**src/eise_pkg.sv**
```systemverilog
// shared constants for the external request source encoder pair
// assumes one 100 MHz clock and a synchronous active-low reset everywhere
//
// Functional notes
// RULE_01 - only timer or external request enabled, never both
// RULE_02 - missed timeout stays pending; timer reloads meanwhile
// RULE_03 - restart input resets all, fetch from zero; requester is not reset, keeps its held id
// RULE_04 - requesters assert low, entered by falling edge; unit enters on the low level
// RULE_05 - all requester lines ANDed into one request
// RULE_06 - six high-true id lines, lsb first
// RULE_07 - id on port 0 pins 2-7, pins 0-1 low
// RULE_08 - port 0 reads four times requester number
// RULE_09 - up to 64 requesters share one input
// RULE_10 - acknowledge jumps to fixed external vector
// RULE_11 - scheme runs timer off, external permanently on
// RULE_12 - response is unit delay plus processor delay
// RULE_13 - priority among requesters resolved by encoder
// RULE_14 - unit memory at 0000-03FF, no overlap
// RULE_15 - port addresses free but never shared
// RULE_16 - port read ORs pins with latch; clear first
// RULE_17 - four consecutive ports, base ends 00, not 0/1
// RULE_18 - id held from request until port 0 read
package eise_pkg;

  // ----------------------------------------------------------------
  // widths and counts
  // ----------------------------------------------------------------
  localparam int ID_W        = 6;   // RULE_06
  localparam int REQ_COUNT   = 64;  // RULE_09
  localparam int LOCAL_PORTS = 4;

  // ----------------------------------------------------------------
  // i/o port map
  // ----------------------------------------------------------------
  localparam logic [7:0] PORT0_ADDR     = 8'h00;
  localparam logic [7:0] PORT_BASE_ADDR = 8'h04; // RULE_17
  localparam logic [7:0] ICR_ADDR       = 8'h0C; // RULE_15
  localparam logic [7:0] RELOAD_ADDR    = 8'h0D;
  localparam logic [7:0] STATUS_ADDR    = 8'h0E;

  // ----------------------------------------------------------------
  // interrupt control codes and reset values
  // ----------------------------------------------------------------
  localparam logic [1:0] ICR_OFF      = 2'h0;
  localparam logic [1:0] ICR_EXT      = 2'h1;
  localparam logic [1:0] ICR_OFF_ALT  = 2'h2;
  localparam logic [1:0] ICR_TIMER    = 2'h3;
  localparam logic [1:0] ICR_RESET    = ICR_EXT;   // RULE_11
  localparam logic [7:0] RELOAD_RESET = 8'h0_0FF;

  // ----------------------------------------------------------------
  // memory map and restart
  // ----------------------------------------------------------------
  localparam logic [15:0] RESTART_ADDR = 16'h0000; // RULE_03
  localparam logic [15:0] UNIT_MEM_LO  = 16'h0000; // RULE_14
  localparam logic [15:0] UNIT_MEM_HI  = 16'h03FF; // RULE_14

  // ----------------------------------------------------------------
  // timing
  // ----------------------------------------------------------------
  localparam int CLK_NS      = 10;
  localparam int TICK_NS     = 1000;   // timer step time
  localparam int TICK_CYCLES = (TICK_NS + CLK_NS - 1) / CLK_NS;

endpackage

```
**src/eise_link_if.sv**
```systemverilog
// link between the memory/io unit and the requester encoder logic
// assumes both ends run on the same clock; no clocking block here
interface eise_link_if;

  // combined active-low request, source id pins, port 0 read strobe
  logic                     external_request_input_n;
  logic [eise_pkg::ID_W-1:0] source_id;
  logic                     port0_read;

  modport unit (
    input  external_request_input_n,
    input  source_id,
    output port0_read
  );

  modport requester (
    output external_request_input_n,
    output source_id,
    input  port0_read
  );

endinterface

```
**src/eise_unit.sv**
```systemverilog
// memory/io unit end: interrupt control, timer, port 0 and restart
// assumes the link peer runs on clock_i; restart arrives from a pin
module eise_unit #(
  parameter logic [15:0] EXT_VECTOR   = 16'h0_200,
  parameter logic [15:0] TIMER_VECTOR = 16'h0_280
) (
  // clock and reset
  input  wire logic        clock_i,
  input  wire logic        reset_n_i,
  input  wire logic        external_restart_input_i,
  // link to the requester logic
  eise_link_if.unit        link,
  // processor i/o access
  input  wire logic        io_wr_i,
  input  wire logic        io_rd_i,
  input  wire logic [7:0]  io_addr_i,
  input  wire logic [7:0]  io_wdata_i,
  output logic      [7:0]  io_rdata_o,
  output logic             io_rvalid_o,
  // interrupt to processor
  input  wire logic        ack_i,
  output logic             irq_o,
  output logic      [15:0] vector_o,
  output logic             vector_valid_o,
  // fetch restart and memory select
  input  wire logic [15:0] mem_addr_i,
  output logic      [15:0] fetch_addr_o,
  output logic             fetch_valid_o,
  output logic             mem_hit_o,
  // local port pins
  output logic      [7:0]  port_out_o [eise_pkg::LOCAL_PORTS]
);

  typedef enum logic [1:0] {
    ST_IDLE,
    ST_REQ
  } eise_irq_state_t;

  eise_irq_state_t state_q;
  logic            rst_s1_q;
  logic            rst_s2_q;
  logic            sys_rst;
  logic            boot_q;
  logic [1:0]      icr_q;
  logic [7:0]      reload_q;
  logic [7:0]      count_q;
  logic [$clog2(eise_pkg::TICK_CYCLES+1)-1:0] div_q;
  logic            tick;
  logic            timeout;
  logic            pend_q;
  logic            src_timer_q;
  logic            ext_en;
  logic            tmr_en;
  logic            ext_active;
  logic [7:0]      port0_q;
  logic [7:0]      port0_pins;
  logic [7:0]      ports_q [eise_pkg::LOCAL_PORTS];
  logic            local_hit;
  logic [1:0]      local_idx;
  logic [7:0]      rdata_d;
  logic            ack_now;
  logic            rd0_q;

  // ----------------------------------------------------------------
  // restart synchroniser and system reset
  // ----------------------------------------------------------------
  // restart is a pin, so it is synchronised before it resets anything
  always_ff @(posedge clock_i) begin
    if (!reset_n_i) begin
      rst_s1_q <= 1'b0;
      rst_s2_q <= 1'b0;
    end else begin
      rst_s1_q <= external_restart_input_i;
      rst_s2_q <= rst_s1_q;
    end
  end

  assign sys_rst = !reset_n_i || rst_s2_q;  // RULE_03

  // one fetch at address zero after every reset or restart
  always_ff @(posedge clock_i) begin
    if (sys_rst) begin
      boot_q        <= 1'b1;
      fetch_valid_o <= 1'b0;
      fetch_addr_o  <= eise_pkg::RESTART_ADDR;  // RULE_03
    end else begin
      boot_q        <= 1'b0;
      fetch_valid_o <= boot_q;
      fetch_addr_o  <= eise_pkg::RESTART_ADDR;
    end
  end

  // memory window of this unit
  always_ff @(posedge clock_i) begin
    if (sys_rst) begin
      mem_hit_o <= 1'b0;
    end else begin
      mem_hit_o <= (mem_addr_i >= eise_pkg::UNIT_MEM_LO)
                && (mem_addr_i <= eise_pkg::UNIT_MEM_HI);  // RULE_14
    end
  end

  // ----------------------------------------------------------------
  // interrupt control
  // ----------------------------------------------------------------
  // one two-bit code can only name one source, so never both enabled
  assign ext_en = (icr_q == eise_pkg::ICR_EXT);    // RULE_01
  assign tmr_en = (icr_q == eise_pkg::ICR_TIMER);  // RULE_01
  assign ext_active = ext_en && !link.external_request_input_n;

  always_ff @(posedge clock_i) begin
    if (sys_rst) begin
      icr_q <= eise_pkg::ICR_RESET;  // RULE_11
    end else if (io_wr_i && io_addr_i == eise_pkg::ICR_ADDR) begin
      icr_q <= io_wdata_i[1:0];  // RULE_01
    end
  end

  // ----------------------------------------------------------------
  // programmable timer
  // ----------------------------------------------------------------
  // divider gives a one-cycle step enable; no second clock
  always_ff @(posedge clock_i) begin
    if (sys_rst || tick) begin
      div_q <= '0;
    end else begin
      div_q <= div_q + 1'b1;
    end
  end

  assign tick    = (div_q == ($bits(div_q))'(eise_pkg::TICK_CYCLES - 1));
  assign timeout = tick && (count_q == 8'h0_000);

  always_ff @(posedge clock_i) begin
    if (sys_rst) begin
      reload_q <= eise_pkg::RELOAD_RESET;
    end else if (io_wr_i && io_addr_i == eise_pkg::RELOAD_ADDR) begin
      reload_q <= io_wdata_i;
    end
  end

  // keeps counting whether or not its interrupt is enabled
  always_ff @(posedge clock_i) begin
    if (sys_rst) begin
      count_q <= eise_pkg::RELOAD_RESET;
    end else if (timeout) begin
      count_q <= reload_q;  // RULE_02
    end else if (tick) begin
      count_q <= count_q - 1'b1;
    end
  end

  // pending survives a disabled interrupt; a new timeout beats the clear
  always_ff @(posedge clock_i) begin
    if (sys_rst) begin
      pend_q <= 1'b0;
    end else if (timeout) begin
      pend_q <= 1'b1;  // RULE_02
    end else if (ack_now && src_timer_q) begin
      pend_q <= 1'b0;
    end
  end

  // ----------------------------------------------------------------
  // request and acknowledge sequence
  // ----------------------------------------------------------------
  assign ack_now = (state_q == ST_REQ) && ack_i;

  // unit adds one cycle; the processor adds its own latency on top
  always_ff @(posedge clock_i) begin
    if (sys_rst) begin
      state_q     <= ST_IDLE;
      irq_o       <= 1'b0;
      src_timer_q <= 1'b0;
    end else begin
      case (state_q)
        ST_IDLE: begin
          if (tmr_en && pend_q) begin
            state_q     <= ST_REQ;
            irq_o       <= 1'b1;  // RULE_12
            src_timer_q <= 1'b1;
          end else if (ext_active) begin
            state_q     <= ST_REQ;
            irq_o       <= 1'b1;  // RULE_12
            src_timer_q <= 1'b0;
          end
        end
        ST_REQ: begin
          if (ack_i) begin
            state_q <= ST_IDLE;
            irq_o   <= 1'b0;
          end
        end
        default: begin
          state_q <= ST_IDLE;
          irq_o   <= 1'b0;
        end
      endcase
    end
  end

  // vector is presented for one cycle after the acknowledge
  always_ff @(posedge clock_i) begin
    if (sys_rst) begin
      vector_o       <= 16'h0_000;
      vector_valid_o <= 1'b0;
    end else begin
      vector_valid_o <= ack_now;
      if (ack_now) begin
        vector_o <= src_timer_q ? TIMER_VECTOR : EXT_VECTOR;  // RULE_10
      end
    end
  end

  // ----------------------------------------------------------------
  // i/o ports
  // ----------------------------------------------------------------
  // id sits above two zero bits, so the read is four times the number
  assign port0_pins = {link.source_id, 2'b00};  // RULE_07 RULE_08

  assign local_hit = (io_addr_i[7:2] == eise_pkg::PORT_BASE_ADDR[7:2]);
  assign local_idx = io_addr_i[1:0];  // RULE_17

  always_ff @(posedge clock_i) begin
    if (sys_rst) begin
      port0_q <= 8'h0_000;
    end else if (io_wr_i && io_addr_i == eise_pkg::PORT0_ADDR) begin
      port0_q <= io_wdata_i;
    end
  end

  always_ff @(posedge clock_i) begin
    if (sys_rst) begin
      for (int i = 0; i < eise_pkg::LOCAL_PORTS; i++) begin
        ports_q[i] <= 8'h0_000;
      end
    end else if (io_wr_i && local_hit) begin
      ports_q[local_idx] <= io_wdata_i;
    end
  end

  // pins are ORed into the latch, so software clears port 0 first
  // every address decodes to at most one source
  always_comb begin  // RULE_15
    rdata_d = 8'h0_000;
    if (io_addr_i == eise_pkg::PORT0_ADDR) begin
      rdata_d = port0_q | port0_pins;  // RULE_16
    end else if (local_hit) begin
      rdata_d = ports_q[local_idx];
    end else if (io_addr_i == eise_pkg::ICR_ADDR) begin
      rdata_d = {6'h00, icr_q};
    end else if (io_addr_i == eise_pkg::RELOAD_ADDR) begin
      rdata_d = reload_q;
    end else if (io_addr_i == eise_pkg::STATUS_ADDR) begin
      rdata_d = {5'h00, pend_q, irq_o, !link.external_request_input_n};
    end
  end

  always_ff @(posedge clock_i) begin
    if (sys_rst) begin
      io_rdata_o  <= 8'h0_000;
      io_rvalid_o <= 1'b0;
      rd0_q       <= 1'b0;
    end else begin
      io_rvalid_o <= io_rd_i;
      rd0_q       <= io_rd_i && io_addr_i == eise_pkg::PORT0_ADDR;
      if (io_rd_i) begin
        io_rdata_o <= rdata_d;
      end
    end
  end

  // tells the encoder its id has been taken
  assign link.port0_read = rd0_q;  // RULE_18

  // local port pins come straight from their latches
  always_comb begin
    for (int i = 0; i < eise_pkg::LOCAL_PORTS; i++) begin
      port_out_o[i] = ports_q[i];
    end
  end

endmodule

```
**src/flat_wrapper.sv**
```systemverilog
// flat-port wrapper written by rule: the top's interface ports become plain ports
module eise_unit_flat 
#(
  parameter logic [15:0] EXT_VECTOR   = 16'h0_200,
  parameter logic [15:0] TIMER_VECTOR = 16'h0_280
)
  (clock_i, reset_n_i, external_restart_input_i, io_wr_i, io_rd_i, io_addr_i, io_wdata_i, io_rdata_o, io_rvalid_o, ack_i, irq_o, vector_o, vector_valid_o, mem_addr_i, fetch_addr_o, fetch_valid_o, mem_hit_o, port_out_o, link_external_request_input_n, link_source_id, link_port0_read);
  eise_link_if link_i ();
  input  wire logic clock_i;
  input  wire logic reset_n_i;
  input  wire logic external_restart_input_i;
  input  wire logic io_wr_i;
  input  wire logic io_rd_i;
  input  wire logic [7:0] io_addr_i;
  input  wire logic [7:0] io_wdata_i;
  output logic      [7:0] io_rdata_o;
  output logic io_rvalid_o;
  input  wire logic ack_i;
  output logic irq_o;
  output logic      [15:0] vector_o;
  output logic vector_valid_o;
  input  wire logic [15:0] mem_addr_i;
  output logic      [15:0] fetch_addr_o;
  output logic fetch_valid_o;
  output logic mem_hit_o;
  output logic      [7:0] port_out_o[eise_pkg::LOCAL_PORTS];
  input wire logic [$bits(link_i.external_request_input_n)-1:0] link_external_request_input_n;
  input wire logic [$bits(link_i.source_id)-1:0] link_source_id;
  output wire logic [$bits(link_i.port0_read)-1:0] link_port0_read;
  assign link_i.external_request_input_n = link_external_request_input_n;
  assign link_i.source_id = link_source_id;
  assign link_port0_read = link_i.port0_read;
  eise_unit #(.EXT_VECTOR(EXT_VECTOR), .TIMER_VECTOR(TIMER_VECTOR)) u_core (.clock_i(clock_i), .reset_n_i(reset_n_i), .external_restart_input_i(external_restart_input_i), .link(link_i), .io_wr_i(io_wr_i), .io_rd_i(io_rd_i), .io_addr_i(io_addr_i), .io_wdata_i(io_wdata_i), .io_rdata_o(io_rdata_o), .io_rvalid_o(io_rvalid_o), .ack_i(ack_i), .irq_o(irq_o), .vector_o(vector_o), .vector_valid_o(vector_valid_o), .mem_addr_i(mem_addr_i), .fetch_addr_o(fetch_addr_o), .fetch_valid_o(fetch_valid_o), .mem_hit_o(mem_hit_o), .port_out_o(port_out_o));
endmodule
```
**config.mk**
```make
export PLATFORM = sky130hd
export DESIGN_NAME = eise_unit_flat
export DESIGN_NICKNAME = d
export VERILOG_FILES = /design/src/eise_pkg.sv /design/src/eise_link_if.sv /design/src/eise_unit.sv /design/src/flat_wrapper.sv
export SDC_FILE = /design/constraint.sdc
export NUM_CORES = 1
export LEC_CHECK = 0
export ABC_CLOCK_PERIOD_IN_PS = 2700
export BUFFER_PORTS_ARGS = -buffer_cell sky130_fd_sc_hd__buf_2
export CAP_MARGIN = 20
export CORE_MARGIN = 8
export CORE_UTILIZATION = 46
export DETAILED_ROUTE_END_ITERATION = 16
export PLACE_DENSITY = 0.76
export SYNTH_ARGS = -nofsm -noshare
export SYNTH_HDL_FRONTEND = slang
export SYNTH_SLANG_ARGS = --single-unit
```
**constraint.sdc**
```tcl
create_clock -name clock_i -period 2.7 [get_ports clock_i]
set_clock_uncertainty 0.05 [all_clocks]
set_input_delay 0.54 -clock clock_i [delete_from_list [all_inputs] [get_ports clock_i]]
set_output_delay 0.54 -clock clock_i [all_outputs]
set_load 0.05 [all_outputs]
```
Word-level counts from Yosys, hierarchy flattened
Memories as Yosys holds them, arrays and structs flattened.
Cells that the tools add are included.
- $lt $le $gt $ge: 2
- bitwise logic cells: 1
- equality and inequality tests: 10
- add/subtract/negate cells: 2
- reductions and logical operators: 24
- muxes and demuxes: 28
- operator list (cell ; number):
    $mux 8 ; 8
    $eq 8x4->1 const B ; 3
    $ge 16x1->1 const B ; 1
    $le 16x10->1 const B ; 1
    $logic_not 8->1 ; 2
    $mux 1 ; 13
    $logic_and 1x1->1 ; 11
    $mux 2 ; 4
    $or 8x8->8 ; 1
    $reduce_or 8->1 ; 1
    $sub 8x1->8 const B ; 1
    $add 7x1->7 const B ; 1
    $eq 7x7->1 const B ; 1
    $eq 6x1->1 const B ; 1
    $reduce_bool 2->1 ; 3
    $eq 2x1->1 const B ; 2
    $pmux 2 s2 ; 1
    $reduce_and 2->1 ; 2
    $mux 3 ; 1
    $ne 3x1->1 const B ; 1
    $eq 2x2->1 const B ; 1
    $logic_not 1->1 ; 2
    $logic_not 2->1 ; 1
    $logic_or 1x1->1 ; 2
    other kinds (2) ; 2
- memories kept: 1
- output and inout bits: 78
- memory bits (writable): 32
- word-level logic and storage cells: 87
- bits of input ports: 45
- bits in registers: 70
- memories (name ; words ; bits a word ; read ports ; clocked after memory_dff ; wr ports ; line ; RTL):
    u_core.ports_q ; 4 ; 8 ; 5 ; 0 ; 4 ; eise_unit.sv:57 ; logic [7:0] ports_q [eise_pkg::LOCAL_PORTS];

Depth between registers and ports, before layout
- depth in word-level cells: 7
- depth in mapped cells: 7
- gate-level depth less buffers: 6

Worst setup path after synthesis
No wires, ideal clock.
- path kind: input to register
- start: input io_addr_i[5]
- end: memory u_core.ports_q[1][0] (enable)
- setup time: 0.384 ns
- data arrival time: 2.324 ns
- required time: 2.266 ns
- stages: 4
- path slack: -0.058 ns
- buffers on the path: 1
- cell sequence: or4_1 -> clkbuf_1 -> or3_1 -> o21ai_0
- RTL lines (element ; line ; RTL):
    from (decl) ; flat_wrapper.sv:14 ; input wire logic [7:0] io_addr_i;
    to (decl) ; eise_unit.sv:57 ;

Final worst setup path
- start: register u_core.count_q[0]
- end: register u_core.count_q[5]
- word-level cells in the longest chain between the ends: 3
- elaborated cells on any way between the ends: 6
- classes of those cells: 1 x add/sub; 2 x mux; 3 x reduce/logical
- ends and longest elaborated chain (element ; line ; RTL):
    from (decl) ; eise_unit.sv:46 ; logic [7:0] count_q;
    from (signal assigned) ; eise_unit.sv:145 ; count_q <= eise_pkg::RELOAD_RESET;
    from (signal assigned) ; eise_unit.sv:147 ; count_q <= reload_q;
    from (signal assigned) ; eise_unit.sv:149 ; count_q <= count_q - 1'b1;
    $sub 8x1->8 or $logic_not 8->1 (tied branches) ; eise_unit.sv:149, eise_unit.sv:132 ;
    $mux 8 or $logic_and 1x1->1 (tied branches) ; eise_unit.sv:148, eise_unit.sv:132 ;
    $mux 8 or $reduce_bool 2->1 (tied branches) ; - ;
Parallel ways exist; a longest one is shown, timed or not. The select of a mux whose other input is x is not followed.
A chain may end at the register's enable or synchronous reset.

==> run summary <==
unrepaired setup endpoints after global routing = false
CP cell instances = inv_1 > ha_1 > or4b_1 > or4b_4 > mux2_4 > a211oi_2
static leakage = 2.09 nW
share of synthesized flip-flops with an asynchronous set or reset = 0%
CP Capture Type = flip-flop
TritonRoute pass-1 iters = 4
share of total power in sequential cells = 49.7%
clock buffer count from CTS = 9
mux cell area share after synthesis = 9.31%
Die Height = 110 um
upper clock frequency limit = 424 MHz
initial cell density of the core = 47.0%
wire length of the first global-routing pass = 15,900 um
number of buffers inserted by post-CTS setup repair = 0
number of buffer and inverter instances along the worst setup path = 1
number of warnings issued by yosys = 0
synthesis-stage register bit count = 86
Worst R2R Setup Slack = 340 ps
Pwr Total = 2.79 mW
dominant combinational cell family by area after synthesis = simple AND/OR/NAND/NOR gates
prevailing post-synth register cell = sky130_fd_sc_hd__dfxtp_1
Total Routed Length = 10,200 um
post-detailed-route wirelength per cell = 17.1 um
Worst Setup Slack post-DPL = 166 ps
HPWL Detailed = 7560 um
Min Clock Period, post-route = 2360 ps
post-synthesis xor/xnor area fraction = 1.08%
share of the synthesized area in compound gates (AO/OA/AOI/OAI) = 8.79%
Via density = 5.47
startpoint kind of the worst setup timing path = flip-flop
delay-heaviest family, CP = simple AND/OR/NAND/NOR gates
Antenna Diode Count = 0
placement row count = 34
Slew @ Worst Pin = 777 ps
simple-gate share of the synthesized area = 21.7%
fraction of the mapped netlist area in adder cells = 0.617%
# IOs = 123
residual DRC count = 0
routed length on met3 = 1020 um
EDFF count, synth = 32
buffer type at the clock tree root = sky130_fd_sc_hd__clkbuf_8
clock latency of the later-clocked register in the worst-skew pair = 360 ps
GR Overflow Total = 0
CP peak stage delay = 640 ps
number of cells upsized or downsized after cts = 0
overall die width = 110 um
remaining number of nets flagged by the antenna check after routing = 0
CTS H-tree depth = 3
Placeable Area = 8640 um^2
design internal power = 1.99 mW
Cells after Synth = 395
slew margin rel. = 47.5%
area of the die = 12,100 um^2
CTS tree = built
number of buffers added on ports = 82
dominant cells by area after synthesis = sky130_fd_sc_hd__dfxtp_1, sky130_fd_sc_hd__edfxtp_1, sky130_fd_sc_hd__mux2i_1
required time of the worst setup path = 2940 ps
Routability Congestion = 0.780
final count of negative-setup-slack endpoints = 0
met2 wire len = 4930 um
power per cell area = 589 nW/um^2
DRC marker count from the first detailed-route iteration = 293
worst-path fanout max = 8
clock tree buffer depth = 2
synthesis-to-finish area growth = 17.0%
standard cell with the maximum stage delay on the critical path = sky130_fd_sc_hd__or4b_4
share of the yosys chip area belonging to registers = 50.3%
status = finished, final reports clean
vias in the first global route = 3,276
Final Hold Fails = 0
final setup slack of the worst path = 342 ps
CTS Hold Buffers Added = 0
Nets = 531
sum of negative setup slack = 0 ps
number of slew-limit violations in the final report = 0
All-Layer GR Usage = 17.0%
portion of synthesized cell area occupied by the leading cell type = 26.6%
layout cells sized above 1 = 25.6%
kind of path behind the tightest hold check = input port to flip-flop
top post-synthesis cells by count = sky130_fd_sc_hd__dfxtp_1, sky130_fd_sc_hd__nor2_1, sky130_fd_sc_hd__edfxtp_1, sky130_fd_sc_hd__nand2_1, sky130_fd_sc_hd__buf_4
most area-hungry cell type in the Yosys netlist = sky130_fd_sc_hd__dfxtp_1
met1 wire length = 4120 um
highest ir drop seen on vdd = 0.331 mV
CP arrival = 2590 ps
Clk network pwr share = 37.0%
ratio of final minimum period to clock period = 87.3%
pin count of the biggest net entering global routing = 31
Clock Sinks = 86
share of power burned in combinational logic = 13.3%
number of antenna violations at the first check in global routing = 0
Clock transition at path regs = 90 ps
area of the mapped netlist = 4060 um^2
max layer used = met4
most frequent cell after synthesis = sky130_fd_sc_hd__dfxtp_1
sw frac = 28.9%
critical path type = flip-flop to flip-flop
average cell area after synthesis = 10.3 um^2
Synth cell types = 53
total number of vias = 3,265
number of max-capacitance violations reported = 0
core utilization of the finished layout = 55.0%
net switching power figure = 0.808 mW
-- cells by family (layout without fill, tap and decap cells) --
| logic type | Yosys count | after routing |
|---|---|---|
| DFF | 86 | 86 |
| adders and majority gates | 2 | 2 |
| xor gates and xnor gates | 5 | 5 |
| muxes | 31 | 31 |
| and+or+nand+nor | 162 | 162 |
| AOI/OAI and AO/OA | 53 | 53 |
| other | 1 | 30 |
| buffers and inverters | 55 | 120 |
-- state kept, by name, summed over array words and instances, names as in the netlist, 2 cells and up --
register           cells
u_core.count_q         8
u_core.div_q           7
u_core.icr_q           2
u_core.io_rdata_o      8
u_core.port0_q         8
u_core.ports_q        32
u_core.reload_q        8
u_core.vector_o        2
-- routing by layer --
layer  vias up  GRT usage (%)
met4         0           7.04
met1      1545           21.0
li1       1553              -
met2       155           27.2
met5         -              0
met3        12           4.92
-- area by class of cell --
| type | count | area, um^2 |
|---|---|---|
| multi-input combinational | 283 | 1800 |
| clock buffer | 9 | 124 |
| fill | 784 | 3890 |
| inverter | 9 | 33.8 |
| tap | 108 | 135 |
| sequential | 86 | 2040 |
| timing repair buffer | 95 | 508 |
| clock inverter | 7 | 104 |
-- placed cells by master (no fill, tap or decap), drive strengths merged, types with 12 or more instances in the layout --
cell    synthesis  final
nand2          31     31
nor2           35     35
and2           28     28
a21oi          12     12
buf            34     95
edfxtp         32     32
dfxtp          54     54
inv             9     12
o21ai          12     12
mux2i          25     25
conb            1     30
and3           12     12
-- final timing paths --
path	from	end	cells past startpoint
max	u_core.count_q[0]	u_core.count_q[5]	6
min	mem_addr_i[13]	u_core.mem_hit_o	2
min reg2reg	u_core.boot_q	u_core.fetch_valid_o	1
max reg2reg	u_core.count_q[0]	u_core.count_q[5]	6
-- per-stage QoR --
step / cell area [um^2] / instances / hold slack (ps)
3_5_place_dp: 4520 / 581 / 369
4_1_cts: 4750 / 597 / 264
2_1_floorplan: 4170 / 424 / 356
3_3_place_gp: 4520 / 581 / 361
6_report: 4750 / 597 / 275
5_1_grt: 4750 / 597 / 264
-- power groups by stage --
stage	combinational (mW)	sequential, mW	clock [mW]
5_1_grt	0.393	1.39	1.10
4_1_cts	0.369	1.39	1.05
2_1_floorplan	0.216	1.50	0
6_report	0.371	1.39	1.03
3_5_place_dp	0.369	1.42	0
3_3_place_gp	0.363	1.42	0
-- worst register-to-register path, cell delays in order, from the launching register on --
cell and delay, ps:
sky130_fd_sc_hd__dfxtp_1 330, sky130_fd_sc_hd__inv_1 80, sky130_fd_sc_hd__ha_1 190, sky130_fd_sc_hd__or4b_1 480, sky130_fd_sc_hd__or4b_4 640, sky130_fd_sc_hd__mux2_4 330, sky130_fd_sc_hd__a211oi_2 190
Power figures use the tool's default switching activity.
